**src/t2c_pkg.sv**
```systemverilog
// Constants and types shared by the timer-2 control and status block
`default_nettype none
package t2c_pkg;

  typedef logic [7:0] t2c_byte_t;
  typedef logic [15:0] t2c_word_t;

  // ----------------------------------------------------------------
  // Register addresses in the direct-address space
  // ----------------------------------------------------------------
  localparam t2c_byte_t T2C_ADDR_CTRL = 8'hC8;
  localparam t2c_byte_t T2C_ADDR_MODE = 8'hC9;
  localparam t2c_byte_t T2C_ADDR_RCAP_L = 8'hCA;
  localparam t2c_byte_t T2C_ADDR_RCAP_H = 8'hCB;
  localparam t2c_byte_t T2C_ADDR_CNT_L = 8'hCC;
  localparam t2c_byte_t T2C_ADDR_CNT_H = 8'hCD;
  localparam t2c_byte_t T2C_ADDR_INTEN = 8'hA8;
  localparam t2c_byte_t T2C_ADDR_PRIO = 8'hB8;

  // ----------------------------------------------------------------
  // Field positions
  // ----------------------------------------------------------------
  localparam int T2C_BIT_TF = 7;
  localparam int T2C_BIT_EXF = 6;
  localparam int T2C_BIT_RXSEL = 5;
  localparam int T2C_BIT_TXSEL = 4;
  localparam int T2C_BIT_EXEN = 3;
  localparam int T2C_BIT_TR = 2;
  localparam int T2C_BIT_CT = 1;
  localparam int T2C_BIT_CPRL = 0;
  localparam int T2C_BIT_DOWN = 0;
  localparam int T2C_BIT_OE = 1;
  localparam int T2C_BIT_EA = 7;
  localparam int T2C_BIT_ET2 = 5;
  localparam int T2C_BIT_PT2 = 5;

  // ----------------------------------------------------------------
  // Reset values and implemented-bit masks
  // ----------------------------------------------------------------
  localparam t2c_byte_t T2C_RST_CTRL = 8'h00;
  localparam t2c_byte_t T2C_RST_MODE = 8'h00;
  localparam t2c_byte_t T2C_RST_INTEN = 8'h00;
  localparam t2c_byte_t T2C_RST_PRIO = 8'h00;
  localparam t2c_word_t T2C_RST_RCAP = 16'h0000;
  localparam t2c_word_t T2C_RST_CNT = 16'h0000;
  localparam t2c_byte_t T2C_MASK_MODE = 8'h03;
  localparam t2c_byte_t T2C_MASK_INTEN = 8'hBF;
  localparam t2c_byte_t T2C_MASK_PRIO = 8'h3F;
  localparam t2c_word_t T2C_CNT_MAX = 16'hFFFF;

  // ----------------------------------------------------------------
  // Timing counts in oscillator clocks
  // ----------------------------------------------------------------
  localparam logic [3:0] T2C_MC_CLKS = 4'hC;
  localparam logic [3:0] T2C_STATE_CLKS = 4'h2;

  typedef enum logic [1:0] {
    T2C_OFF,
    T2C_RELOAD,
    T2C_CAPTURE,
    T2C_BAUD
  } t2c_mode_e;

endpackage
`default_nettype wire

```
**src/t2c_edge_if.sv**
```systemverilog
// Synchronised pin level and falling-edge pulse carrier
`timescale 1ns/1ps
`default_nettype none
interface t2c_edge_if;
  logic level;
  logic fall;
  modport src (output level, output fall);
  modport dst (input level, input fall);
endinterface
`default_nettype wire

```
**src/t2c_pin_sync.sv**
```systemverilog
// Two-flop pin synchroniser with falling-edge detect
`timescale 1ns/1ps
`default_nettype none
module t2c_pin_sync (
  input wire logic clk_i,
  input wire logic rst_i,
  input wire logic pin_i,
  t2c_edge_if.src edge_o
);
  logic s1_q, s2_q, s3_q;
  logic s1_d, s2_d, s3_d;

  // Idle pins read high, so reset to 1 to avoid a false edge
  always_comb begin
    s1_d = pin_i;
    s2_d = s1_q;
    s3_d = s2_q;
  end

  always_ff @(posedge clk_i) begin
    if (rst_i) begin
      s1_q <= 1'b1;
      s2_q <= 1'b1;
      s3_q <= 1'b1;
    end else begin
      s1_q <= s1_d;
      s2_q <= s2_d;
      s3_q <= s3_d;
    end
  end

  assign edge_o.level = s2_q;
  assign edge_o.fall = s3_q & ~s2_q;
endmodule
`default_nettype wire

```
**src/t2c_timer2.sv**
```systemverilog
// Timer 2 control, status, counter and capture/reload registers
//
// Contract
// - Overflow sets overflow_flag bit 7; only software clears it.
// - No overflow_flag set while rx or tx clock select is 1.
// - Trigger edge causing capture/reload with external_enable sets external_flag bit 6.
// - Enabled timer interrupt is requested by a set external_flag.
// - external_flag requests no interrupt while down_count_enable is 1.
// - Rx clock select bit 5 picks this timer's overflows, else other timer's.
// - Tx clock select bit 4 picks this timer's overflows, else other timer's.
// - external_enable bit 3: trigger edge captures/reloads unless clocking serial port.
// - external_enable 0 ignores trigger edges; the pin still sets count direction while down_count_enable is 1.
// - run_control bit 2 starts the timer at 1, stops it at 0.
// - counter_select bit 1: 0 timer, 1 counts falling event_count_input edges.
// - capture_reload_select 1 with external_enable: trigger edge captures count.
// - capture_reload_select 0: reload on overflow, and on trigger edge if enabled.
// - Serial clock select forces auto-reload on overflow, ignoring capture select.
// - Capture/reload pair holds the 16-bit capture or reload value.
// - Reserved bits reset and read as 0.
// - Enable register gates the timer request; priority register sets its level.
// - down_count_enable bit 0 of mode register permits up/down; reset 0.
// - trigger_input is a port pin: trigger and count direction.
`timescale 1ns/1ps
`default_nettype none
module t2c_timer2 (
  input wire logic MCLK_I,
  input wire logic RST_I,
  input wire t2c_pkg::t2c_byte_t SFR_ADDR_I,
  input wire logic SFR_WR_I,
  input wire t2c_pkg::t2c_byte_t SFR_WDATA_I,
  input wire logic SFR_RD_I,
  input wire logic SFR_BIT_WR_I,
  input wire logic [2:0] SFR_BIT_SEL_I,
  input wire logic SFR_BIT_VAL_I,
  input wire logic TRIG_PIN_I,
  input wire logic EVENT_PIN_I,
  input wire logic TIMER1_OVF_I,
  output var t2c_pkg::t2c_byte_t SFR_RDATA_O,
  output var logic TIMER_IRQ_O,
  output var logic TIMER_IRQ_HIPRI_O,
  output var t2c_pkg::t2c_byte_t INT_EN_O,
  output var t2c_pkg::t2c_byte_t INT_PRIO_O,
  output var logic RX_CLK_TICK_O,
  output var logic TX_CLK_TICK_O
);
  import t2c_pkg::*;

  // ----------------------------------------------------------------
  // Pin synchronisers
  // ----------------------------------------------------------------
  t2c_edge_if trig ();
  t2c_edge_if evt ();

  // Trigger pin doubles as capture/reload strobe and count direction
  t2c_pin_sync u_trig_sync (
    .clk_i(MCLK_I),
    .rst_i(RST_I),
    .pin_i(TRIG_PIN_I),
    .edge_o(trig)
  );

  t2c_pin_sync u_evt_sync (
    .clk_i(MCLK_I),
    .rst_i(RST_I),
    .pin_i(EVENT_PIN_I),
    .edge_o(evt)
  );

  // ----------------------------------------------------------------
  // State
  // ----------------------------------------------------------------
  t2c_byte_t ctrl_q, ctrl_d;
  t2c_byte_t mode_q, mode_d;
  t2c_byte_t inten_q, inten_d;
  t2c_byte_t prio_q, prio_d;
  t2c_word_t rcap_q, rcap_d;
  t2c_word_t cnt_q, cnt_d;
  logic [3:0] pre_q, pre_d;
  t2c_byte_t rdata_q, rdata_d;
  logic irq_q, irq_d;
  logic hipri_q, hipri_d;
  logic rx_tick_q, rx_tick_d;
  logic tx_tick_q, tx_tick_d;

  t2c_mode_e mode;
  logic baud, down_en, inc, mc_tick, st_tick;
  logic trig_ev, ovf, set_tf, set_exf, tog_exf, reload_dir_up;
  logic wr_ctrl, wr_cnt, wr_rcap;
  t2c_byte_t ctrl_sw;

  // ----------------------------------------------------------------
  // Mode decode and count strobe
  // ----------------------------------------------------------------
  always_comb begin
    baud = ctrl_q[T2C_BIT_RXSEL] | ctrl_q[T2C_BIT_TXSEL];
    down_en = mode_q[T2C_BIT_DOWN];
    if (!ctrl_q[T2C_BIT_TR]) begin
      mode = T2C_OFF;
    end else if (baud) begin
      mode = T2C_BAUD;
    end else if (ctrl_q[T2C_BIT_CPRL]) begin
      mode = T2C_CAPTURE;
    end else begin
      mode = T2C_RELOAD;
    end
    pre_d = (pre_q == T2C_MC_CLKS - 4'd1) ? 4'd0 : 4'(pre_q + 4'd1);
    mc_tick = (pre_q == T2C_MC_CLKS - 4'd1);
    // Baud timing steps once per state time, six times a machine cycle
    st_tick = (pre_q[0] == T2C_STATE_CLKS[0]);
    // Counter mode takes the synchronised event edge
    if (ctrl_q[T2C_BIT_CT]) begin
      inc = evt.fall;
    end else begin
      inc = baud ? st_tick : mc_tick;
    end
    trig_ev = ctrl_q[T2C_BIT_EXEN] & trig.fall;
    reload_dir_up = !down_en || trig.level;
  end

  // ----------------------------------------------------------------
  // Counter, capture/reload and flag events
  // ----------------------------------------------------------------
  always_comb begin
    cnt_d = cnt_q;
    rcap_d = rcap_q;
    ovf = 1'b0;
    tog_exf = 1'b0;
    set_exf = 1'b0;
    case (mode)
      T2C_RELOAD: begin
        if (inc && reload_dir_up) begin
          if (cnt_q == T2C_CNT_MAX) begin
            cnt_d = rcap_q;
            ovf = 1'b1;
            tog_exf = down_en;
          end else begin
            cnt_d = 16'(cnt_q + 16'd1);
          end
        end else if (inc) begin
          if (cnt_q == rcap_q) begin
            cnt_d = T2C_CNT_MAX;
            ovf = 1'b1;
            tog_exf = 1'b1;
          end else begin
            cnt_d = 16'(cnt_q - 16'd1);
          end
        end
      end
      T2C_CAPTURE: begin
        if (inc) begin
          cnt_d = 16'(cnt_q + 16'd1);
          ovf = (cnt_q == T2C_CNT_MAX);
        end
      end
      T2C_BAUD: begin
        if (inc) begin
          if (cnt_q == T2C_CNT_MAX) begin
            cnt_d = rcap_q;
            ovf = 1'b1;
          end else begin
            cnt_d = 16'(cnt_q + 16'd1);
          end
        end
      end
      default: begin
        cnt_d = cnt_q;
      end
    endcase
    // Trigger edges act even while stopped; in up/down mode the pin is direction only
    if (trig_ev && !(down_en && !baud && !ctrl_q[T2C_BIT_CPRL])) begin
      set_exf = 1'b1;
      if (!baud && ctrl_q[T2C_BIT_CPRL]) begin
        rcap_d = cnt_q;
      end else if (!baud) begin
        cnt_d = rcap_q;
      end
    end
    set_tf = ovf && !baud;
    // Software byte writes win over counting in the same cycle
    wr_cnt = SFR_WR_I && (SFR_ADDR_I == T2C_ADDR_CNT_L || SFR_ADDR_I == T2C_ADDR_CNT_H);
    wr_rcap = SFR_WR_I && (SFR_ADDR_I == T2C_ADDR_RCAP_L || SFR_ADDR_I == T2C_ADDR_RCAP_H);
    if (SFR_WR_I && SFR_ADDR_I == T2C_ADDR_CNT_L) begin
      cnt_d[7:0] = SFR_WDATA_I;
    end
    if (SFR_WR_I && SFR_ADDR_I == T2C_ADDR_CNT_H) begin
      cnt_d[15:8] = SFR_WDATA_I;
    end
    if (SFR_WR_I && SFR_ADDR_I == T2C_ADDR_RCAP_L) begin
      rcap_d[7:0] = SFR_WDATA_I;
    end
    if (SFR_WR_I && SFR_ADDR_I == T2C_ADDR_RCAP_H) begin
      rcap_d[15:8] = SFR_WDATA_I;
    end
  end

  // ----------------------------------------------------------------
  // Control, mode and interrupt registers
  // ----------------------------------------------------------------
  always_comb begin
    wr_ctrl = (SFR_WR_I && SFR_ADDR_I == T2C_ADDR_CTRL) || SFR_BIT_WR_I;
    ctrl_sw = ctrl_q;
    if (SFR_WR_I && SFR_ADDR_I == T2C_ADDR_CTRL) begin
      ctrl_sw = SFR_WDATA_I;
    end else if (SFR_BIT_WR_I) begin
      ctrl_sw[SFR_BIT_SEL_I] = SFR_BIT_VAL_I;
    end
    ctrl_d = ctrl_sw;
    // Hardware set beats a software clear landing in the same cycle
    if (set_tf) begin
      ctrl_d[T2C_BIT_TF] = 1'b1;
    end
    if (set_exf) begin
      ctrl_d[T2C_BIT_EXF] = 1'b1;
    end else if (tog_exf) begin
      ctrl_d[T2C_BIT_EXF] = ~ctrl_q[T2C_BIT_EXF];
    end
    mode_d = mode_q;
    inten_d = inten_q;
    prio_d = prio_q;
    if (SFR_WR_I && SFR_ADDR_I == T2C_ADDR_MODE) begin
      mode_d = SFR_WDATA_I & T2C_MASK_MODE;
    end
    if (SFR_WR_I && SFR_ADDR_I == T2C_ADDR_INTEN) begin
      inten_d = SFR_WDATA_I & T2C_MASK_INTEN;
    end
    if (SFR_WR_I && SFR_ADDR_I == T2C_ADDR_PRIO) begin
      prio_d = SFR_WDATA_I & T2C_MASK_PRIO;
    end
  end

  // ----------------------------------------------------------------
  // Read data and registered outputs
  // ----------------------------------------------------------------
  always_comb begin
    rdata_d = rdata_q;
    if (SFR_RD_I) begin
      case (SFR_ADDR_I)
        T2C_ADDR_CTRL: rdata_d = ctrl_q;
        T2C_ADDR_MODE: rdata_d = mode_q;
        T2C_ADDR_RCAP_L: rdata_d = rcap_q[7:0];
        T2C_ADDR_RCAP_H: rdata_d = rcap_q[15:8];
        T2C_ADDR_CNT_L: rdata_d = cnt_q[7:0];
        T2C_ADDR_CNT_H: rdata_d = cnt_q[15:8];
        T2C_ADDR_INTEN: rdata_d = inten_q;
        T2C_ADDR_PRIO: rdata_d = prio_q;
        // Other addresses belong to other blocks; zero lets the core OR read buses
        default: rdata_d = 8'h00;
      endcase
    end
    irq_d = inten_q[T2C_BIT_EA] && inten_q[T2C_BIT_ET2] &&
            (ctrl_q[T2C_BIT_TF] || (ctrl_q[T2C_BIT_EXF] && !down_en));
    hipri_d = prio_q[T2C_BIT_PT2];
    rx_tick_d = ctrl_q[T2C_BIT_RXSEL] ? ovf : TIMER1_OVF_I;
    tx_tick_d = ctrl_q[T2C_BIT_TXSEL] ? ovf : TIMER1_OVF_I;
  end

  always_ff @(posedge MCLK_I) begin
    if (RST_I) begin
      ctrl_q <= T2C_RST_CTRL;
      mode_q <= T2C_RST_MODE;
      inten_q <= T2C_RST_INTEN;
      prio_q <= T2C_RST_PRIO;
      rcap_q <= T2C_RST_RCAP;
      cnt_q <= T2C_RST_CNT;
      pre_q <= 4'd0;
      rdata_q <= 8'h00;
      irq_q <= 1'b0;
      hipri_q <= 1'b0;
      rx_tick_q <= 1'b0;
      tx_tick_q <= 1'b0;
    end else begin
      ctrl_q <= ctrl_d;
      mode_q <= mode_d;
      inten_q <= inten_d;
      prio_q <= prio_d;
      rcap_q <= rcap_d;
      cnt_q <= cnt_d;
      pre_q <= pre_d;
      rdata_q <= rdata_d;
      irq_q <= irq_d;
      hipri_q <= hipri_d;
      rx_tick_q <= rx_tick_d;
      tx_tick_q <= tx_tick_d;
    end
  end

  assign SFR_RDATA_O = rdata_q;
  assign TIMER_IRQ_O = irq_q;
  assign TIMER_IRQ_HIPRI_O = hipri_q;
  assign INT_EN_O = inten_q;
  assign INT_PRIO_O = prio_q;
  assign RX_CLK_TICK_O = rx_tick_q;
  assign TX_CLK_TICK_O = tx_tick_q;
endmodule
`default_nettype wire

```
**config.mk**
```make
export PLATFORM = sky130hd
export DESIGN_NAME = t2c_timer2
export DESIGN_NICKNAME = d
export VERILOG_FILES = /design/src/t2c_pkg.sv /design/src/t2c_edge_if.sv /design/src/t2c_pin_sync.sv /design/src/t2c_timer2.sv
export SDC_FILE = /design/constraint.sdc
export NUM_CORES = 1
export LEC_CHECK = 0
export ABC_AREA = 1
export BUFFER_PORTS_ARGS = -buffer_cell sky130_fd_sc_hd__buf_2
export CELL_PAD_IN_SITES_DETAIL_PLACEMENT = 1
export CELL_PAD_IN_SITES_GLOBAL_PLACEMENT = 2
export CORE_UTILIZATION = 29
export DETAILED_ROUTE_END_ITERATION = 10
export GPL_TIMING_DRIVEN = 0
export PLACE_DENSITY = 0.84
export SYNTH_ARGS = -nofsm -noshare
export SYNTH_HDL_FRONTEND = slang
export SYNTH_HIERARCHICAL = 1
export SYNTH_SLANG_ARGS = --single-unit
```
**constraint.sdc**
```tcl
create_clock -name MCLK_I -period 1.6 [get_ports MCLK_I]
set_input_delay 0.32 -clock MCLK_I [delete_from_list [all_inputs] [get_ports MCLK_I]]
set_output_delay 0.32 -clock MCLK_I [all_outputs]
set_load 0.02 [all_outputs]
```
======== After elaboration in Yosys (flattened, before gate mapping) ========
Cells that the tools add are included.
storage, ports and cells
  bits in registers ....................... 77
  output and inout bits ................... 28
operators by class
  add/subtract/negate cells ............... 3
  magnitude comparators ................... 2
  equal/unequal tests ..................... 14
  muxes and demuxes ....................... 43
  bitwise operators ....................... 8
  reductions and logical operators ........ 34
operators with widths
  operator                                                     number
  2-to-1 mux 16 bit                                            11
  equality test 8 bit (second input constant)                  8
  case mux 8 bit (8 select lines)                              1
  2-to-1 mux 8 bit                                             6
  case mux 16 bit (3 select lines)                             1
  logical AND 1 bit                                            18
  2-to-1 mux 1 bit                                             18
  adder 16 x 1 -> 16 bit (second input constant)               1
  equality test 16 bit                                         1
  equality test 16 bit (second input constant)                 1
  subtractor 16 x 1 -> 16 bit (second input constant)          1
  nonzero test 2 bit                                           5
  bitwise mux 8 bit                                            1
  2-to-1 mux 2 bit                                             3
  adder 4 x 1 -> 4 bit (second input constant)                 1
  equality test 2 bit (second input constant)                  2
  equality test 4 bit (second input constant)                  1
  logical NOT 1 bit                                            4
  less-than comparator 3 x 4 -> 1 bit (second input constant)  1
  NOT 1 bit                                                    4
  AND reduction 2 bit                                          2
  nonzero test 4 bit                                           1
  AND 1 bit                                                    3
  demux 1 bit (select 3 bit)                                   1
  other kinds (7)                                              8

======== Longest topological paths before layout ========
  word-level depth ........................ 10
  mapped depth ............................ 16
  depth with buffers taken out ............ 15

======== Cells and area by module ========
Netlist, hierarchy kept.
modules (own cells, without submodules)
  module        times used  cells each  area each (um^2)  seq. area each (um^2)
  t2c_timer2    1           1049        6054.6            1421.4
  t2c_pin_sync  2           12          93.8              60.1

======== Worst setup path before layout ========
Ideal clock, no wire load.
  kind .................................... register to register
  start ................................... reg cnt_q[1]
  end ..................................... reg cnt_q[3]
  arrival ................................. 1679 ps
  required time ........................... 1466 ps
  path slack .............................. -213 ps
  stages on the path, launching flop included .. 15
  period minus slack after synthesis ...... 1813 ps
  path through ............................ dfxtp_1 -> ha_1 -> inv_1 -> nor2_4 -> nand2_2 -> nor2_8 -> inv_4 -> o21ai_1 -> nand2_1 -> nand2_1 -> nand2_1 -> nand2_1 -> nand3_1 -> nand2_1 -> a21oi_1
between the ends
  longest elaborated chain between the ends .. 9
ends and longest elaborated chain
  item                                                                        RTL line                              RTL
  start: declaration                                                          t2c_timer2.sv:77                      t2c_word_t cnt_q, cnt_d;
  start signal: assignment                                                    t2c_timer2.sv:277                     cnt_q <= cnt_d;
  subtractor 16 x 1 -> 16 bit / equality test 16 bit (equally long branches)  t2c_timer2.sv:145, t2c_timer2.sv:140
  2-to-1 mux 16 bit                                                           t2c_timer2.sv:140                     if (cnt_q == rcap_q) begin
  2-to-1 mux 16 bit                                                           t2c_timer2.sv:139                     end else if (inc) begin
  2-to-1 mux 16 bit                                                           t2c_timer2.sv:131                     if (inc && reload_dir_up) begin
  case mux 16 bit (3 select lines) *                                          t2c_timer2.sv:129                     case (mode)
  2-to-1 mux 16 bit                                                           t2c_timer2.sv:174                     end else if (!baud) begin
  2-to-1 mux 16 bit                                                           t2c_timer2.sv:172                     if (!baud && ctrl_q[T2C_BIT_CPRL]) begin
  2-to-1 mux 16 bit *                                                         t2c_timer2.sv:170                     if (trig_ev && !(down_en && !baud && !ctrl_q[T2C_BIT_CPRL])) begin
  2-to-1 mux 8 bit *                                                          t2c_timer2.sv:182                     if (SFR_WR_I && SFR_ADDR_I == T2C_ADDR_CNT_L) begin
Mark *: on every way between the ends. The rest lies on a longest branch, timed or not.
A chain may end at the register's enable or synchronous reset.

======== Worst setup path in the final report ========
  start ................................... reg cnt_q[0]
  end ..................................... reg cnt_q[7]
The elaborated chain is that of the path after synthesis.

==> results.tsv <==
metric	value	unit
sequential-to-total area share from yosys stat	24.7	%
global-route wire length before repair	45200	um
slowest CP cell	dfxtp_4	
commonest non-fill, non-tap cell in the layout	nand2_1	
area delta synth->final	42.3	%
post-synth top area cell	dfxtp_1	
crit start category	flop	
Starting Density	29.6	%
crit path time final	2.08	ns
critical path's most frequent cell	nand2_1	
nets	1258	
fmax	0.481	GHz
Sinks on Clock Net	77	
hold_sp	TRIG_PIN_I	
Top delay family on crit path	simple AND/OR/NAND/NOR gates	
Worst-Margin Slew	0.812	ns
Synth Instances	1073	
Synth top area share	24.7	%
failing checks	setup timing	
Die Y	149	um
final std cells w/o fill	1507	
crit path buf inv count	1	
Fill cells	2774	
vias	7947	
post-synthesis cell area	0.00624	mm^2
layout cells sized above 1	33.9	%
commonest non-fill, non-tap cells in the layout	nand2_1 (321), inv_1 (95), buf_4 (77)	
clk_lat worst skew	0.34	ns
r2r worst-path depth	13	
Tot Pwr	4.89	mW
Post-DP HPWL	21800	um
CP Max Fanout	6	
# IOs	56	
CTS max path bufs	2	
fin. max-slew vios	0	
Hold Fails Final Rpt	0	
Lkg Pwr	4.00	nW
asr flop ratio synth	0	%
hold crit path type	in2reg	
number of global-route vias before repair	7760	
CP endpoint kind	flop	
Netlist cell types	47	
dominant cells by area after synthesis	dfxtp_1 (25%), nand2_1 (21%), nand3_1 (7.3%)	
# diodes	0	
Iter 0 DRT Violations	498	
EDFF count, synth	0	
I/O Buffers	48	
worst reg2reg path startpoint	cnt_q[0]	
critical setup path kind	reg2reg	
CP max stage delay	0.41	ns
Root Driver	clkbuf_16	
CP cell instances	ha_4, nand3_4, nor2_4, nand4_1, buf_6, o21ai_4, nand2_1, nand2_1, nand2_1, nand2_1, nand3_2, nand2_2, a21oi_2	
largest net degree at the start of global routing	14	
Period Utilization, post-route	130	%
Reg clk slew, reported paths	0.06	ns
Routed Antenna Nets	0	
Worst Hold End	u_trig_sync/s1_q	
CTS HTree Levels	3	
Fin Clk Skew	0.00787	ns
MaxCap Viol Count	0	
RSZ-0062 raised after global routing	true	
#FFs+latches synth	77	
CTS Buf Count	9	
VDD IR max	0.507	mV
Setup TNS	-7.32	ns
Remaining DRCs	0	
ys flop type	dfxtp_1	
total gr overflow	0	
CTS tree	done	
utilization after layout	42.1	%
DRT Pass-1 Iters	5	
total wire length	30900	um
Reg2Reg Setup Slack	-0.48	ns
via-per-instance ratio	5.27	
routability cong.	0.891	
syn_area_per_cell	5.82	um^2
Slew headroom	45.9	%
worst r2r dst	cnt_q[7]	
pwr/cell area	551	mW/mm^2
outcome	finished, violations left	
Die Footprint	0.0221	mm^2
Worst Path Required	1.80	ns
Ys Warns	6	
initial antenna violation count	0	
Die Span X	149	um
Hold Crit Depth	3	
Core Footprint	0.0211	mm^2
pre-CTS setup slack	-0.737	ns
gr usage total	27.2	%
Arrival @ worst endpoint	2.28	ns
hold buffers post-CTS	0	
total placed cells including tap cells	1398	
final setup violation count	21	
FP Rows	53	
final worst slack	-0.477	ns
Wirelength per Cell	20.5	um
[logic make-up (layout without fill, tap and decap cells)]
group | Yosys count | count (layout) | synth area share, %
AND/OR/NAND/NOR | 594 | 596 | 42.2
buffers and inverters | 191 | 346 | 13.1
other | 1 | 3 | 0.0601
XOR/XNOR | 12 | 12 | 1.68
adder cells (fa/ha/maj) | 3 | 3 | 0.601
flip-flops | 77 | 77 | 24.7
AO/OA/AOI/OAI | 195 | 195 | 17.6
[registers in the layout (all words and copies together), names as in the netlist]
register / count
mode_q: 2
u_trig_sync/s3_q: 1
pre_q: 4
u_evt_sync/edge_o.level: 1
SFR_RDATA_O: 8
u_trig_sync/edge_o.level: 1
TX_CLK_TICK_O: 1
cnt_q: 16
u_evt_sync/s3_q: 1
TIMER_IRQ_O: 1
INT_EN_O: 7
TIMER_IRQ_HIPRI_O: 1
RX_CLK_TICK_O: 1
u_trig_sync/s1_q: 1
u_evt_sync/s1_q: 1
ctrl_q: 8
rcap_q: 16
INT_PRIO_O: 6
[power by group]
| group | total [mW] | switching, mW | internal (mW) | leakage (nW) |
|---|---|---|---|---|
| Clock | 2.08 | 0.828 | 1.25 | 0.139 |
| Sequential | 1.96 | 0.0227 | 1.94 | 0.637 |
| Combinational | 0.850 | 0.538 | 0.312 | 3.22 |
[metrics by stage]
| stage | hold WS (ns) | area, um^2 |
|---|---|---|
| 2_1_floorplan | 0.380 | 6310 |
| 3_5_place_dp | 0.399 | 6900 |
| 3_3_place_gp | 0.384 | 6900 |
| 6_report | 0.159 | 8880 |
| 4_1_cts | 0.152 | 8110 |
| 5_1_grt | 0.170 | 8880 |
[layer usage]
layer / part of all wire (%) / track usage (%) / routed length [um] / up-vias
met1: 44 / 35.8 / 13400 / 3783
met4: 3.3 / 9.48 / 1030 / 0
met2: 48 / 46.4 / 14800 / 304
met5: 0 / 0 / 0 / -
met3: 5.2 / 2.18 / 1610 / 74
li1: - / - / - / 3786
[how the worst max path moves through the flow]
stage / depth (start not counted) / slack, ns / to / start
2_1_floorplan: 12 / -0.009 / cnt_q[7] / cnt_q[0]
5_1_grt: 13 / -0.54 / cnt_q[7] / cnt_q[0]
3_3_place_gp: 10 / -0.72 / cnt_q[5] / ctrl_q[2]
6_report: 13 / -0.48 / cnt_q[7] / cnt_q[0]
3_5_place_dp: 10 / -0.74 / cnt_q[9] / ctrl_q[4]
4_1_cts: 13 / -0.39 / cnt_q[13] / ctrl_q[5]
[worst reg2reg max path, stage by stage (launching register included)]
cell and delay (ns):
dfxtp_4 0.41, ha_4 0.18, nand3_4 0.07, nor2_4 0.18, nand4_1 0.23, buf_6 0.21
o21ai_4 0.13, nand2_1 0.07, nand2_1 0.06, nand2_1 0.06, nand2_1 0.08, nand3_2 0.11
nand2_2 0.11, a21oi_2 0.05
[repair_timing]
| action | CTS | global route |
|---|---|---|
| resized for setup | 133 | 142 |
| cloned | 4 | 4 |
| pin swaps | 33 | 56 |
| buffers inserted | 49 | 38 |
| setup endpoints to repair | 34 | 47 |
[cell usage after synthesis (2+ instances only)]
cell type and number:
o31ai_1 4, inv_1 112, nor2_4 8, a221oi_1 4, nor2_1 90, o21ai_0 55
inv_2 26, o21ai_1 9, nand3b_1 5, a21oi_1 74, a31oi_1 17, buf_6 2
a311oi_1 3, clkbuf_1 13, buf_4 17, or2_2 2, nand3_4 3, a21oi_2 3
nand4_1 17, nor2_2 10, ha_1 3, a211oi_1 2, dfxtp_1 77, nand2_2 12
nand3_1 91, nand2_1 348, xor2_1 12, o21ai_2 2, o211ai_1 3, buf_2 17
o22ai_1 16
[final cells by class]
class                      instances  area, um^2  share of cell area (%)
clock buffer                      12         246                    2.77
tap                              275         344                    3.87
sequential                        77        1590                    17.8
clock inverter                     4        50.0                   0.563
timing repair buffer             139        1080                    12.1
buffer                            51         455                    5.13
inverter                         140         596                    6.70
multi-input combinational        809        4530                    51.0
Power figures use the tool's default switching activity.
